--- src/fss_pkg.sv ---
package fss_pkg;
  localparam int unsigned CLK_MHZ = 50;

  // ****************************************
  // timing figures in their own units
  // ****************************************
  localparam int unsigned SOA_WIN_NS      = 500;
  localparam int unsigned SOA_SKIP_US     = 25;
  localparam int unsigned LS_OFF_US       = 50;
  localparam int unsigned HLDL_NS         = 450;
  localparam int unsigned LLDL_NS0        = 80;
  localparam int unsigned LLDL_STEP_NS    = 20;
  localparam int unsigned HS_GAP_US       = 30;
  localparam int unsigned HS_TOL_US       = 5;
  localparam int unsigned INT_PULSE_US    = 55;
  localparam int unsigned WAIT_MS         = 82;

  // ****************************************
  // derived cycle counts
  // ****************************************
  localparam int unsigned SOA_WIN_CYC   = SOA_WIN_NS * CLK_MHZ / 1000;
  localparam int unsigned SOA_SKIP_CYC  = SOA_SKIP_US * CLK_MHZ;
  localparam int unsigned LS_OFF_CYC    = LS_OFF_US * CLK_MHZ;
  localparam int unsigned HLDL_CYC      = HLDL_NS * CLK_MHZ / 1000;
  localparam int unsigned HS_MIN_CYC    = (HS_GAP_US - HS_TOL_US) * CLK_MHZ;
  localparam int unsigned HS_MAX_CYC    = (HS_GAP_US + HS_TOL_US) * CLK_MHZ;
  localparam int unsigned INT_PULSE_CYC = INT_PULSE_US * CLK_MHZ;
  localparam int unsigned WAIT_CYC      = WAIT_MS * 1000 * CLK_MHZ;

  // ****************************************
  // line-sense levels in units of 1.25 uA (53.75 uA = 43, 7.5 uA = 6)
  // ****************************************
  localparam logic [7:0] HL_ON_LVL  = 8'h2B;
  localparam logic [7:0] HL_HYST    = 8'h06;

  // ****************************************
  // setpoints and counts
  // ****************************************
  localparam logic [11:0] VSET_DEF  = 12'h1F4;  // 5 V in 10 mV
  localparam logic [11:0] VSET_MIN  = 12'h12C;  // 3 V
  localparam logic [11:0] VSET_MAX  = 12'h960;  // 24 V
  localparam logic [7:0]  ISET_MIN  = 8'h1D;    // 15% in 0.52% steps
  localparam logic [7:0]  ISET_MAX  = 8'hC0;    // 100%
  localparam logic [3:0]  NOANS_LIM = 4'h8;
  localparam logic [3:0]  UNREQ_LIM = 4'h4;
  localparam logic [1:0]  SOA_HITS  = 2'h2;

  typedef enum logic [1:0] {
    FSS_RSP_AR   = 2'h0,
    FSS_RSP_LO   = 2'h1,
    FSS_RSP_DIS  = 2'h2,
    FSS_RSP_NONE = 2'h3
  } fss_rsp_e;

  typedef enum logic [6:0] {
    FSS_PR_INIT   = 7'b0000001,
    FSS_PR_WAIT   = 7'b0000010,
    FSS_PR_SELF   = 7'b0000100,
    FSS_PR_SLAVE  = 7'b0001000,
    FSS_PR_CLAMP  = 7'b0010000,
    FSS_PR_DELAY  = 7'b0100000,
    FSS_PR_AR     = 7'b1000000
  } fss_pr_e;
endpackage

--- src/fss_sync.sv ---
`timescale 1ns/100ps
module fss_sync
  import fss_pkg::*;
(
  input  wire logic i_clk,   // clock
  input  wire logic i_srst,  // sync reset
  input  wire logic i_d,     // async input
  output logic      o_q      // filtered level
);
  typedef struct packed {
    logic [2:0] sh;
    logic       q;
  } fss_sync_s;
  fss_sync_s st_q, st_d;

  // a change counts only once stages two and three agree
  always_comb begin
    st_d    = st_q;
    st_d.sh = {st_q.sh[1:0], i_d};
    if (st_q.sh[2] == st_q.sh[1]) begin
      st_d.q = st_q.sh[2];
    end
  end

  always_ff @(posedge i_clk) begin
    if (i_srst) begin
      st_q <= '0;
    end else begin
      st_q <= st_d;
    end
  end
  assign o_q = st_q.q;
endmodule

--- src/fss_secondary.sv ---
`timescale 1ns/100ps
module fss_secondary
  import fss_pkg::*;
(
  input  wire logic        i_clk,        // clock
  input  wire logic        i_srst,       // sync reset
  input  wire logic        i_fwd_fall,   // forward_sense falling edge pulse
  input  wire logic        i_fwd_neg,    // rectifier voltage below zero
  input  wire logic        i_ccm,        // continuous conduction mode
  input  wire logic        i_need,       // regulation wants a cycle
  input  wire logic        i_offmin_ok,  // minimum off-time elapsed
  input  wire logic        i_in_ctrl,    // secondary has control
  output logic             o_req,        // request pulse to primary
  output logic             o_sr,         // synchronous_rectifier gate
  output logic             o_rehs        // restart handshake pulse
);
  typedef struct packed {
    logic       req;
    logic       sr;
    logic       rehs;
    logic       pend;
    logic [3:0] noans;
    logic [3:0] unreq;
  } fss_sec_s;
  fss_sec_s st_q, st_d;

  always_comb begin
    st_d      = st_q;
    st_d.req  = 1'b0;
    st_d.rehs = 1'b0;
    if (i_fwd_fall && st_q.pend) begin
      st_d.sr    = 1'b1;
      st_d.pend  = 1'b0;
      st_d.noans = '0;
      st_d.unreq = '0;
    end else if (i_fwd_fall && i_in_ctrl) begin
      st_d.unreq = st_q.unreq + 4'h1;
    end
    if (!i_ccm && i_fwd_neg) begin
      st_d.sr = 1'b0;
    end
    // the forward fall restarts the off-time, so no request may share its cycle
    if (i_need && i_offmin_ok && i_in_ctrl && !st_q.req && !i_fwd_fall) begin
      if (st_q.sr) begin
        st_d.sr = 1'b0;
      end else begin
        st_d.req = 1'b1;
        if (st_q.pend) begin
          st_d.noans = st_q.noans + 4'h1;
        end
        st_d.pend = 1'b1;
      end
    end
    if (st_q.noans >= NOANS_LIM || st_q.unreq >= UNREQ_LIM) begin
      st_d.rehs  = 1'b1;
      st_d.noans = '0;
      st_d.unreq = '0;
      st_d.pend  = 1'b0;
    end
  end

  always_ff @(posedge i_clk) begin
    if (i_srst) begin
      st_q <= '0;
    end else begin
      st_q <= st_d;
    end
  end
  assign o_req  = st_q.req;
  assign o_sr   = st_q.sr;
  assign o_rehs = st_q.rehs;
endmodule

--- src/fss_top.sv ---
`timescale 1ns/100ps
module fss_top
  import fss_pkg::*;
#(
  parameter int unsigned WAIT_CYCLES   = WAIT_CYC,  // listen / restart on-time
  parameter int unsigned AR_OFF_CYCLES = 100000,    // auto-restart off-time
  parameter int unsigned UV_FILT_CYCLES = 1000,     // brown-out filter
  parameter int unsigned WDOG_CYCLES   = 50000000,  // host silence limit
  parameter int unsigned OFFMIN_CYCLES = 100,       // secondary min off-time
  parameter int unsigned CLAMP_CYCLES  = 10         // clamp_on_time
)(
  input  wire logic        i_clk,         // 50 MHz clock
  input  wire logic        i_srst,        // sync reset, active high
  input  wire logic        i_bp_ready,    // supply cap charged (pin)
  input  wire logic        i_current_limit_setting_hi,     // current_limit_setting strap (pin)
  input  wire logic [7:0]  i_line_lvl,    // line current, 1.25 uA units
  input  wire logic        i_line_bi,     // above brown-in (pin)
  input  wire logic        i_line_bo,     // below brown-out (pin)
  input  wire logic        i_line_ov,     // above overvoltage (pin)
  input  wire logic        i_oc110,       // 110% current limit reached (pin)
  input  wire logic [1:0]  i_clamp_rsel,  // clamp_drive_output resistor code
  input  wire logic        i_fwd_fall,    // forward_sense falling edge (pin)
  input  wire logic        i_fwd_neg,     // rectifier voltage negative (pin)
  input  wire logic        i_ccm,         // continuous mode flag
  input  wire logic        i_need,        // regulator wants a cycle
  input  wire logic        i_fb_pwr,      // secondary powered (pin)
  input  wire logic        i_fault_ouv,   // output undervoltage
  input  wire logic        i_fault_oov,   // output overvoltage
  input  wire logic        i_fault_otp,   // over-temperature
  input  wire logic [1:0]  i_rsp_ouv,     // response for undervoltage
  input  wire logic [1:0]  i_rsp_oov,     // response for overvoltage
  input  wire logic [1:0]  i_rsp_otp,     // response for over-temperature
  input  wire logic        i_host_act,    // host bus activity pulse
  input  wire logic        i_vset_wr,     // voltage setpoint write strobe
  input  wire logic [11:0] i_vset,        // voltage setpoint, 10 mV
  input  wire logic        i_iset_wr,     // current setpoint write strobe
  input  wire logic [7:0]  i_iset,        // current setpoint, 0.52%
  input  wire logic        i_bsw_open,    // host command: open bus switch
  input  wire logic        i_bsw_close,   // host command: close bus switch
  output logic             o_pswitch,     // main primary switch gate
  output logic             o_clamp,       // clamp_drive_output
  output logic             o_line_conn,   // line-sense resistor connected
  output logic             o_sr,          // synchronous_rectifier gate
  output logic             o_sreq,        // cycle request to primary
  output logic [11:0]      o_vset,        // active voltage setpoint
  output logic [7:0]       o_iset,        // active current setpoint
  output logic             o_out_en,      // output enabled
  output logic             o_bus_sw,      // bus_switch_drive
  output logic             o_scl_o,       // clock line drive value
  output logic             o_scl_oe,      // clock line enable, high pulls low
  output logic             o_slave,       // primary follows secondary
  output logic             o_ar,          // in auto-restart
  output logic             o_latched      // latched off
);
  logic bp_s, bi_s, bo_s, ov_s, oc_s, ff_s, fn_s, fb_s;
  logic req, sr, rehs;

  // ****************************************
  // pin inputs
  // ****************************************
  fss_sync u_s0 (.i_clk(i_clk), .i_srst(i_srst), .i_d(i_bp_ready), .o_q(bp_s));
  fss_sync u_s1 (.i_clk(i_clk), .i_srst(i_srst), .i_d(i_line_bi),  .o_q(bi_s));
  fss_sync u_s2 (.i_clk(i_clk), .i_srst(i_srst), .i_d(i_line_bo),  .o_q(bo_s));
  fss_sync u_s3 (.i_clk(i_clk), .i_srst(i_srst), .i_d(i_line_ov),  .o_q(ov_s));
  fss_sync u_s4 (.i_clk(i_clk), .i_srst(i_srst), .i_d(i_oc110),    .o_q(oc_s));
  fss_sync u_s5 (.i_clk(i_clk), .i_srst(i_srst), .i_d(i_fwd_fall), .o_q(ff_s));
  fss_sync u_s6 (.i_clk(i_clk), .i_srst(i_srst), .i_d(i_fwd_neg),  .o_q(fn_s));
  fss_sync u_s7 (.i_clk(i_clk), .i_srst(i_srst), .i_d(i_fb_pwr),   .o_q(fb_s));

  typedef struct packed {
    fss_pr_e     st;
    logic [31:0] tmr;
    logic [31:0] off;
    logic [31:0] uv;
    logic [31:0] gap;
    logic [31:0] soa;
    logic [7:0]  dly;
    logic [1:0]  soa_hits;
    logic [1:0]  hs_cnt;
    logic        current_limit_setting_lat;
    logic        current_limit_setting_hi;
    logic        hline;
    logic        line_conn;
    logic        fb_seen;
    logic        ff_d;
    logic        oc_d;
    logic        req_d;
    logic [31:0] offmin;
    logic [31:0] wdog;
    logic [15:0] irq;
    logic        flt_d;
    logic [11:0] vset;
    logic [7:0]  iset;
    logic        out_en;
    logic        bus_sw;
    logic        latched;
  } fss_top_s;
  fss_top_s st_q, st_d;

  logic ff_rise;
  logic line_ok;
  logic flt_any;
  logic lo_hit;
  logic ar_hit;
  logic dis_hit;
  logic [7:0] lldl_cyc;

  fss_secondary u_sec (
    .i_clk       (i_clk),
    .i_srst      (i_srst),
    .i_fwd_fall  (ff_rise),
    .i_fwd_neg   (fn_s),
    .i_ccm       (i_ccm),
    .i_need      (i_need),
    .i_offmin_ok (st_q.offmin == '0),
    .i_in_ctrl   (fb_s && !st_q.latched && st_q.out_en),
    .o_req       (req),
    .o_sr        (sr),
    .o_rehs      (rehs)
  );

  function automatic logic resp_hit(input logic f, input logic [1:0] r, input logic [1:0] k);
    resp_hit = f && (r == k);
  endfunction

  always_comb begin
    ff_rise  = ff_s && !st_q.ff_d;
    line_ok  = bi_s && !ov_s;
    lldl_cyc = 8'((LLDL_NS0 + LLDL_STEP_NS * 32'(i_clamp_rsel)) * CLK_MHZ / 1000);
    lo_hit   = resp_hit(i_fault_ouv, i_rsp_ouv, FSS_RSP_LO) ||
               resp_hit(i_fault_oov, i_rsp_oov, FSS_RSP_LO) ||
               resp_hit(i_fault_otp, i_rsp_otp, FSS_RSP_LO);
    ar_hit   = resp_hit(i_fault_ouv, i_rsp_ouv, FSS_RSP_AR) ||
               resp_hit(i_fault_oov, i_rsp_oov, FSS_RSP_AR) ||
               resp_hit(i_fault_otp, i_rsp_otp, FSS_RSP_AR);
    dis_hit  = resp_hit(i_fault_ouv, i_rsp_ouv, FSS_RSP_DIS) ||
               resp_hit(i_fault_oov, i_rsp_oov, FSS_RSP_DIS) ||
               resp_hit(i_fault_otp, i_rsp_otp, FSS_RSP_DIS);
    flt_any  = i_fault_ouv || i_fault_oov || i_fault_otp;

    st_d       = st_q;
    st_d.ff_d  = ff_s;
    st_d.oc_d  = oc_s;
    st_d.req_d = req;
    st_d.flt_d = flt_any;

    // ****************************************
    // line monitor
    // ****************************************
    if (i_line_lvl > HL_ON_LVL) begin
      st_d.hline = 1'b1;
    end else if (i_line_lvl <= HL_ON_LVL - HL_HYST) begin
      st_d.hline = 1'b0;
    end
    st_d.uv = bo_s ? st_q.uv + 32'd1 : '0;
    if (st_q.off < 32'(LS_OFF_CYC)) begin
      st_d.off = st_q.off + 32'd1;
    end else begin
      st_d.line_conn = 1'b0;
    end

    // ****************************************
    // soa skip: two consecutive fast 110% hits
    // ****************************************
    if (st_q.soa != '0) begin
      st_d.soa = st_q.soa - 32'd1;
    end

    if (st_q.gap != '0) begin
      st_d.gap = st_q.gap + 32'd1;
    end

    // ****************************************
    // primary sequencer
    // ****************************************
    unique case (st_q.st)
      FSS_PR_INIT: begin
        st_d.tmr = '0;
        if (bp_s && !st_q.current_limit_setting_lat) begin
          st_d.current_limit_setting_lat = 1'b1;
          st_d.current_limit_setting_hi  = i_current_limit_setting_hi;
        end
        if (st_q.current_limit_setting_lat && line_ok) begin
          st_d.st     = FSS_PR_WAIT;
          st_d.hs_cnt = '0;
          st_d.gap    = '0;
        end
      end
      FSS_PR_WAIT: begin
        st_d.tmr = st_q.tmr + 32'd1;
        if (req) begin
          if (st_q.gap >= 32'(HS_MIN_CYC) && st_q.gap <= 32'(HS_MAX_CYC)) begin
            st_d.st = FSS_PR_SLAVE;
          end
          st_d.gap = 32'd1;
        end else if (st_q.gap > 32'(HS_MAX_CYC)) begin
          st_d.gap = '0;
        end
        if (st_q.tmr >= 32'(WAIT_CYCLES)) begin
          st_d.st      = FSS_PR_SELF;
          st_d.tmr     = '0;
          st_d.fb_seen = 1'b0;
        end
      end
      FSS_PR_SELF: begin
        st_d.tmr = st_q.tmr + 32'd1;
        if (req) begin
          st_d.fb_seen = 1'b1;
          st_d.st      = FSS_PR_SLAVE;
        end else if (st_q.tmr >= 32'(WAIT_CYCLES)) begin
          st_d.st  = FSS_PR_AR;
          st_d.tmr = '0;
        end else if (st_q.soa == '0 && st_q.off >= 32'(OFFMIN_CYCLES)) begin
          st_d.st  = FSS_PR_CLAMP;
          st_d.dly = '0;
        end
      end
      FSS_PR_SLAVE: begin
        st_d.tmr = '0;
        if (req && st_q.soa == '0) begin
          st_d.st  = FSS_PR_CLAMP;
          st_d.dly = '0;
        end
      end
      FSS_PR_CLAMP: begin
        st_d.line_conn = 1'b1;
        st_d.off       = '0;
        st_d.dly       = st_q.dly + 8'h01;
        if (st_q.dly >= 8'(CLAMP_CYCLES - 1)) begin
          st_d.st  = FSS_PR_DELAY;
          st_d.dly = '0;
        end
      end
      FSS_PR_DELAY: begin
        st_d.dly = st_q.dly + 8'h01;
        if (st_q.dly >= (st_q.hline ? 8'(HLDL_CYC) : lldl_cyc)) begin
          st_d.st = st_q.fb_seen ? FSS_PR_SLAVE : FSS_PR_SELF;
          st_d.soa_hits = (oc_s && st_q.dly <= 8'(SOA_WIN_CYC)) ? st_q.soa_hits + 2'h1 : '0;
          if (st_q.soa_hits + 2'h1 >= SOA_HITS && oc_s) begin
            st_d.soa      = 32'(SOA_SKIP_CYC);
            st_d.soa_hits = '0;
          end
        end
      end
      FSS_PR_AR: begin
        st_d.tmr = st_q.tmr + 32'd1;
        if (st_q.tmr >= 32'(AR_OFF_CYCLES) && line_ok) begin
          st_d.st = FSS_PR_INIT;
        end
      end
      default: st_d.st = FSS_PR_INIT;
    endcase

    // line faults override any switching state
    if (st_q.st != FSS_PR_AR && st_q.st != FSS_PR_INIT) begin
      if (st_q.uv >= 32'(UV_FILT_CYCLES) || ov_s) begin
        st_d.st      = FSS_PR_AR;
        st_d.tmr     = '0;
        st_d.fb_seen = 1'b0;
      end
    end
    if (rehs && st_d.st == FSS_PR_SLAVE) begin
      st_d.st      = FSS_PR_INIT;
      st_d.fb_seen = 1'b0;
    end
    if (st_d.st == FSS_PR_SLAVE) begin
      st_d.fb_seen = 1'b1;
    end

    // ****************************************
    // secondary setpoints, faults, watchdog
    // ****************************************
    st_d.offmin = ff_rise ? 32'(OFFMIN_CYCLES) :
                  (st_q.offmin != '0 ? st_q.offmin - 32'd1 : '0);
    if (i_vset_wr && i_vset >= VSET_MIN && i_vset <= VSET_MAX) begin
      st_d.vset = i_vset;
    end
    if (i_iset_wr && i_iset >= ISET_MIN && i_iset <= ISET_MAX) begin
      st_d.iset = i_iset;
    end
    if (lo_hit) begin
      st_d.latched = 1'b1;
    end
    if (ar_hit && st_q.st != FSS_PR_AR) begin
      st_d.st  = FSS_PR_AR;
      st_d.tmr = '0;
    end
    if (dis_hit) begin
      st_d.out_en = 1'b0;
      st_d.bus_sw = 1'b0;
    end
    // auto-restart and latch-off leave the bus switch alone
    if (i_bsw_open) begin
      st_d.bus_sw = 1'b0;
    end else if (i_bsw_close) begin
      st_d.bus_sw = 1'b1;
    end
    if (flt_any && !st_q.flt_d) begin
      st_d.irq = 16'(INT_PULSE_CYC);
    end else if (st_q.irq != '0) begin
      st_d.irq = st_q.irq - 16'h0001;
    end
    if (i_host_act) begin
      st_d.wdog = '0;
    end else if (st_q.wdog >= 32'(WDOG_CYCLES)) begin
      st_d.vset   = VSET_DEF;
      st_d.iset   = ISET_MAX;
      st_d.bus_sw = 1'b0;
      st_d.out_en = 1'b1;
      st_d.wdog   = '0;
    end else begin
      st_d.wdog = st_q.wdog + 32'd1;
    end
  end

  always_ff @(posedge i_clk) begin
    if (i_srst) begin
      st_q           <= '0;
      st_q.st        <= FSS_PR_INIT;
      st_q.vset      <= VSET_DEF;
      st_q.iset      <= ISET_MAX;
      st_q.out_en    <= 1'b1;
      st_q.line_conn <= 1'b1;
    end else begin
      st_q <= st_d;
    end
  end

  assign o_pswitch   = (st_q.st == FSS_PR_DELAY) && st_d.st != FSS_PR_DELAY && st_d.st != FSS_PR_AR &&
                       !st_q.latched;
  assign o_clamp     = (st_q.st == FSS_PR_CLAMP);
  assign o_line_conn = st_q.line_conn;
  assign o_sr        = sr;
  assign o_sreq      = req;
  assign o_vset      = st_q.vset;
  assign o_iset      = st_q.iset;
  assign o_out_en    = st_q.out_en;
  assign o_bus_sw    = st_q.bus_sw;
  assign o_scl_o     = 1'b0;
  assign o_scl_oe    = (st_q.irq != '0);
  assign o_slave     = (st_q.st == FSS_PR_SLAVE);
  assign o_ar        = (st_q.st == FSS_PR_AR);
  assign o_latched   = st_q.latched;
endmodule

--- config.mk ---
export PLATFORM = sky130hd
export DESIGN_NAME = fss_top
export DESIGN_NICKNAME = d
export VERILOG_FILES = /design/src/fss_pkg.sv /design/src/fss_sync.sv /design/src/fss_secondary.sv /design/src/fss_top.sv
export SDC_FILE = /design/constraint.sdc
export NUM_CORES = 1
export LEC_CHECK = 0
export ABC_AREA = 1
export ABC_CLOCK_PERIOD_IN_PS = 9700
export BUFFER_PORTS_ARGS = -buffer_cell sky130_fd_sc_hd__buf_4
export CORE_MARGIN = 4
export CORE_UTILIZATION = 50
export CTS_CLUSTER_SIZE = 28
export DETAILED_ROUTE_END_ITERATION = 7
export PLACE_DENSITY = 0.76
export SLEW_MARGIN = 30
export SYNTH_ARGS = -nofsm -noshare
export SYNTH_HDL_FRONTEND = slang
export SYNTH_SLANG_ARGS = --single-unit
--- constraint.sdc ---
create_clock -name i_clk -period 9.7 [get_ports i_clk]
set_clock_uncertainty 0.1 [all_clocks]
set_input_delay 1.455 -clock i_clk [delete_from_list [all_inputs] [get_ports i_clk]]
set_output_delay 1.455 -clock i_clk [all_outputs]
set_load 0.05 [all_outputs]
==> impl_metrics.ini <==
[layout]
finalNetCount = 2458
antenna_cells = 0
fill_cells = 2989
drive_gt1_share_pct = 9.66
area_growth_pct = 13.7
design_area_mm2 = 0.0185

[logic_synthesis]
synth_fa_ha_area_share_pct = 3.43
synth_area_mm2 = 0.0163
synth_top_family_by_area = simple AND/OR/NAND/NOR gates
synthDistinctLibCells = 61
postSynthCellCount = 2271
syn_area_per_cell_um2 = 7.17
synth_ff_type = dfxtp_1
synth_area_leaders = dfxtp_1 (41%), nor2_1 (9.0%), inv_1 (8.6%)
synthSimpleGateAreaFrac_pct = 31.1
yosysMostFrequentCell = nor2_1
synth_edf_count = 0
synth_top_area_cell = dfxtp_1
ys_ff_latch = 330
synth_xor_area_share_pct = 3.82
muxShareOfSynthArea_pct = 0.576
async_flop_share_pct = 0
synth_top_area_share_pct = 40.6
ys_warn_count = 0
synthTopCellsByCount = nor2_1 (389), inv_1 (373), dfxtp_1 (330), nand2_1 (326), a21oi_1 (149)
synth_compound_area_share_pct = 10.2
ys_seq_area_share_pct = 40.6

[sta]
rsz0062_at_grt = false
whs_ps = 306
fin_setup_tns_ps = 0
worst_pin_slew_ps = 951
finalMaxSlewViolations = 0
finalSetupViolCount = 0
finalCriticalPeriod_ps = 8550
hold_viol_final = 0
timing.fmax_ghz = 0.117
slew_headroom_pct = 36.1
finalCritPeriodShare_pct = 88.2
setup_ws_ps = 1150

[floorplanning]
coreArea_mm2 = 0.0319
die_h_um = 189
die_area_mm2 = 0.0355
fp.dieW_um = 189
row_count = 65
initial_core_util_pct = 51.1
io_pins = 89

[power_and_ir_drop]
ir_drop_uv = 157
p_leak_nw = 7.62
pwr_density_cell_mw_per_mm2 = 213

[clock_network]
htreeDepth = 2
clock-sinks = 330
cts_resized = 0
ctsHoldBuffers = 0
clockRootBuffer = clkbuf_16
cts.clk_slew.worst_paths_ps = 60
cts_tree = yes
insertion_delay_ps = 530
cts_setup_buffers = 0
clock_path_buffers = 3
cts_buffers = 36

[detailed_routing]
ant_nets = 0
wire_per_inst_um = 12.0
num_vias = 14300
detail_route.first_pass.iterations = 5
routed_via_density = 5.06
drt_iter0_markers = 759
drc_errors = 0
wl_um = 33900

[grt]
grtUsageMet3_pct = 2.80
grt_pass1_wl_um = 58700
grt_usage_pct = 18.6
antenna_found_initial = 0
grt_overflow = 0
busiest_layer = met2
grt_pass1_vias = 13600
use_met2_pct = 33.4
use_met1_pct = 23.7
grt_max_degree = 43

[setup_path]
crit_family = adder cells
startpoint = i_clamp_rsel[0]
crit_path_end_kind = primary output
arrival_ps = 7000
path_max_fanout = 7
worst-path-buf-inv = 10
max_stage_delay_ps = 460
worstPathRequired_ps = 8150
critPathKind = input port to primary output
start_kind = input port
r2r_start = st_q[270]$_SDFF_PP0_
worst_path_max_delay_cell = ha_1

[placement]
io_buffers = 85
pre_cts_ws_ps = 1200
hpwl_um = 25100
gp_congestion = 0.900
placed_area_mm2 = 0.0173

[hold_path]
hp-class = register to register
hold_start = u_s5.st_d[2]$_SDFF_PP0_

[outcome]
status = completed

[job]
max-cap-violations = 0
-- routing by layer --
metal / up-vias / part of all wire (%)
met5: - / 0
met4: 0 / 1.6
met3: 43 / 3.8
met2: 223 / 48
met1: 6538 / 46
li1: 7452 / -
-- worst register-to-register path: stages, from the launching register on --
cell and delay [ps]:
dfxtp_1 400, nand2_1 150, nor2_1 230, inv_1 80, nor2_2 180, inv_1 60
nand2_1 50, nor2_1 40, nand2_1 170, nor2_1 100, nor3_1 340, nand2_1 90
nand2_1 410, inv_1 430, o21ai_1 210, a21oi_1 60
-- layout by cell type, fill, tap and decap left out, types with 10 or more instances in the layout --
| cell | n |
|---|---|
| o21ai_0 | 83 |
| nand2_1 | 325 |
| a211oi_1 | 11 |
| clkbuf_16 | 37 |
| clkbuf_8 | 12 |
| nor3_1 | 108 |
| nor3b_1 | 14 |
| xnor2_1 | 18 |
| nor2_1 | 389 |
| inv_1 | 373 |
| dfxtp_1 | 330 |
| ha_1 | 43 |
| nor2_4 | 11 |
| buf_4 | 89 |
| a21oi_1 | 149 |
| nand3_1 | 90 |
| xor2_1 | 53 |
| nand4_1 | 42 |
| nor2_2 | 17 |
| or2_2 | 10 |
| nor4_1 | 39 |
-- state kept, by name, summed over array words and instances (netlist names), 8 cells and up --
signal,cells
o_iset,8
st_q,262
o_vset,12
u_sec.st_q,9
-- cell families (layout without fill, tap and decap cells) --
kind of cell	count (synthesis)	after routing
AND/OR/NAND/NOR	1092	1092
buffers and inverters	426	528
flip-flops	330	330
AO/OA/AOI/OAI	298	298
XOR/XNOR	71	71
adder cells (fa/ha/maj)	44	44
multiplexers	9	9
other	1	9
-- path summary, 6_finish.rpt --
path,end,slack (ps),depth (start not counted)
worst max-delay path,o_pswitch,1150,37
worst min register to register,u_s5.st_d[3]$_SDFF_PP0_,310,2
worst max register to register,st_q[274]$_SDFF_PP0_,6480,15
worst min-delay path,u_s5.st_d[3]$_SDFF_PP0_,310,2
-- per-stage QoR --
stage,cells,utilization [%],power [mW]
global placement,2754,54.2,2.54
global route,2816,58.1,4.20
floorplan,2279,-,2.38
CTS,2816,58.1,3.98
detailed placement,2754,54.2,2.57
finish,2816,58.1,3.94
-- power by group --
part	switching (mW)	leakage, nW	internal [mW]
Clock	0.544	0.620	0.847
Sequential	0.116	2.68	1.49
Combinational	0.588	4.32	0.357
Total	1.25	7.62	2.69
-- final cells by class --
type / count / area, um^2 / area share [%]
inverters: 377 / 1420 / 7.65
repair buffers: 89 / 668 / 3.61
flip-flops and latches: 330 / 6610 / 35.7
clock inverters: 12 / 155 / 0.838
multi-input cells: 1523 / 8040 / 43.4
well taps: 435 / 544 / 2.94
clock buffers: 50 / 1090 / 5.91
No activity file was read; power rests on OpenSTA's default activity.
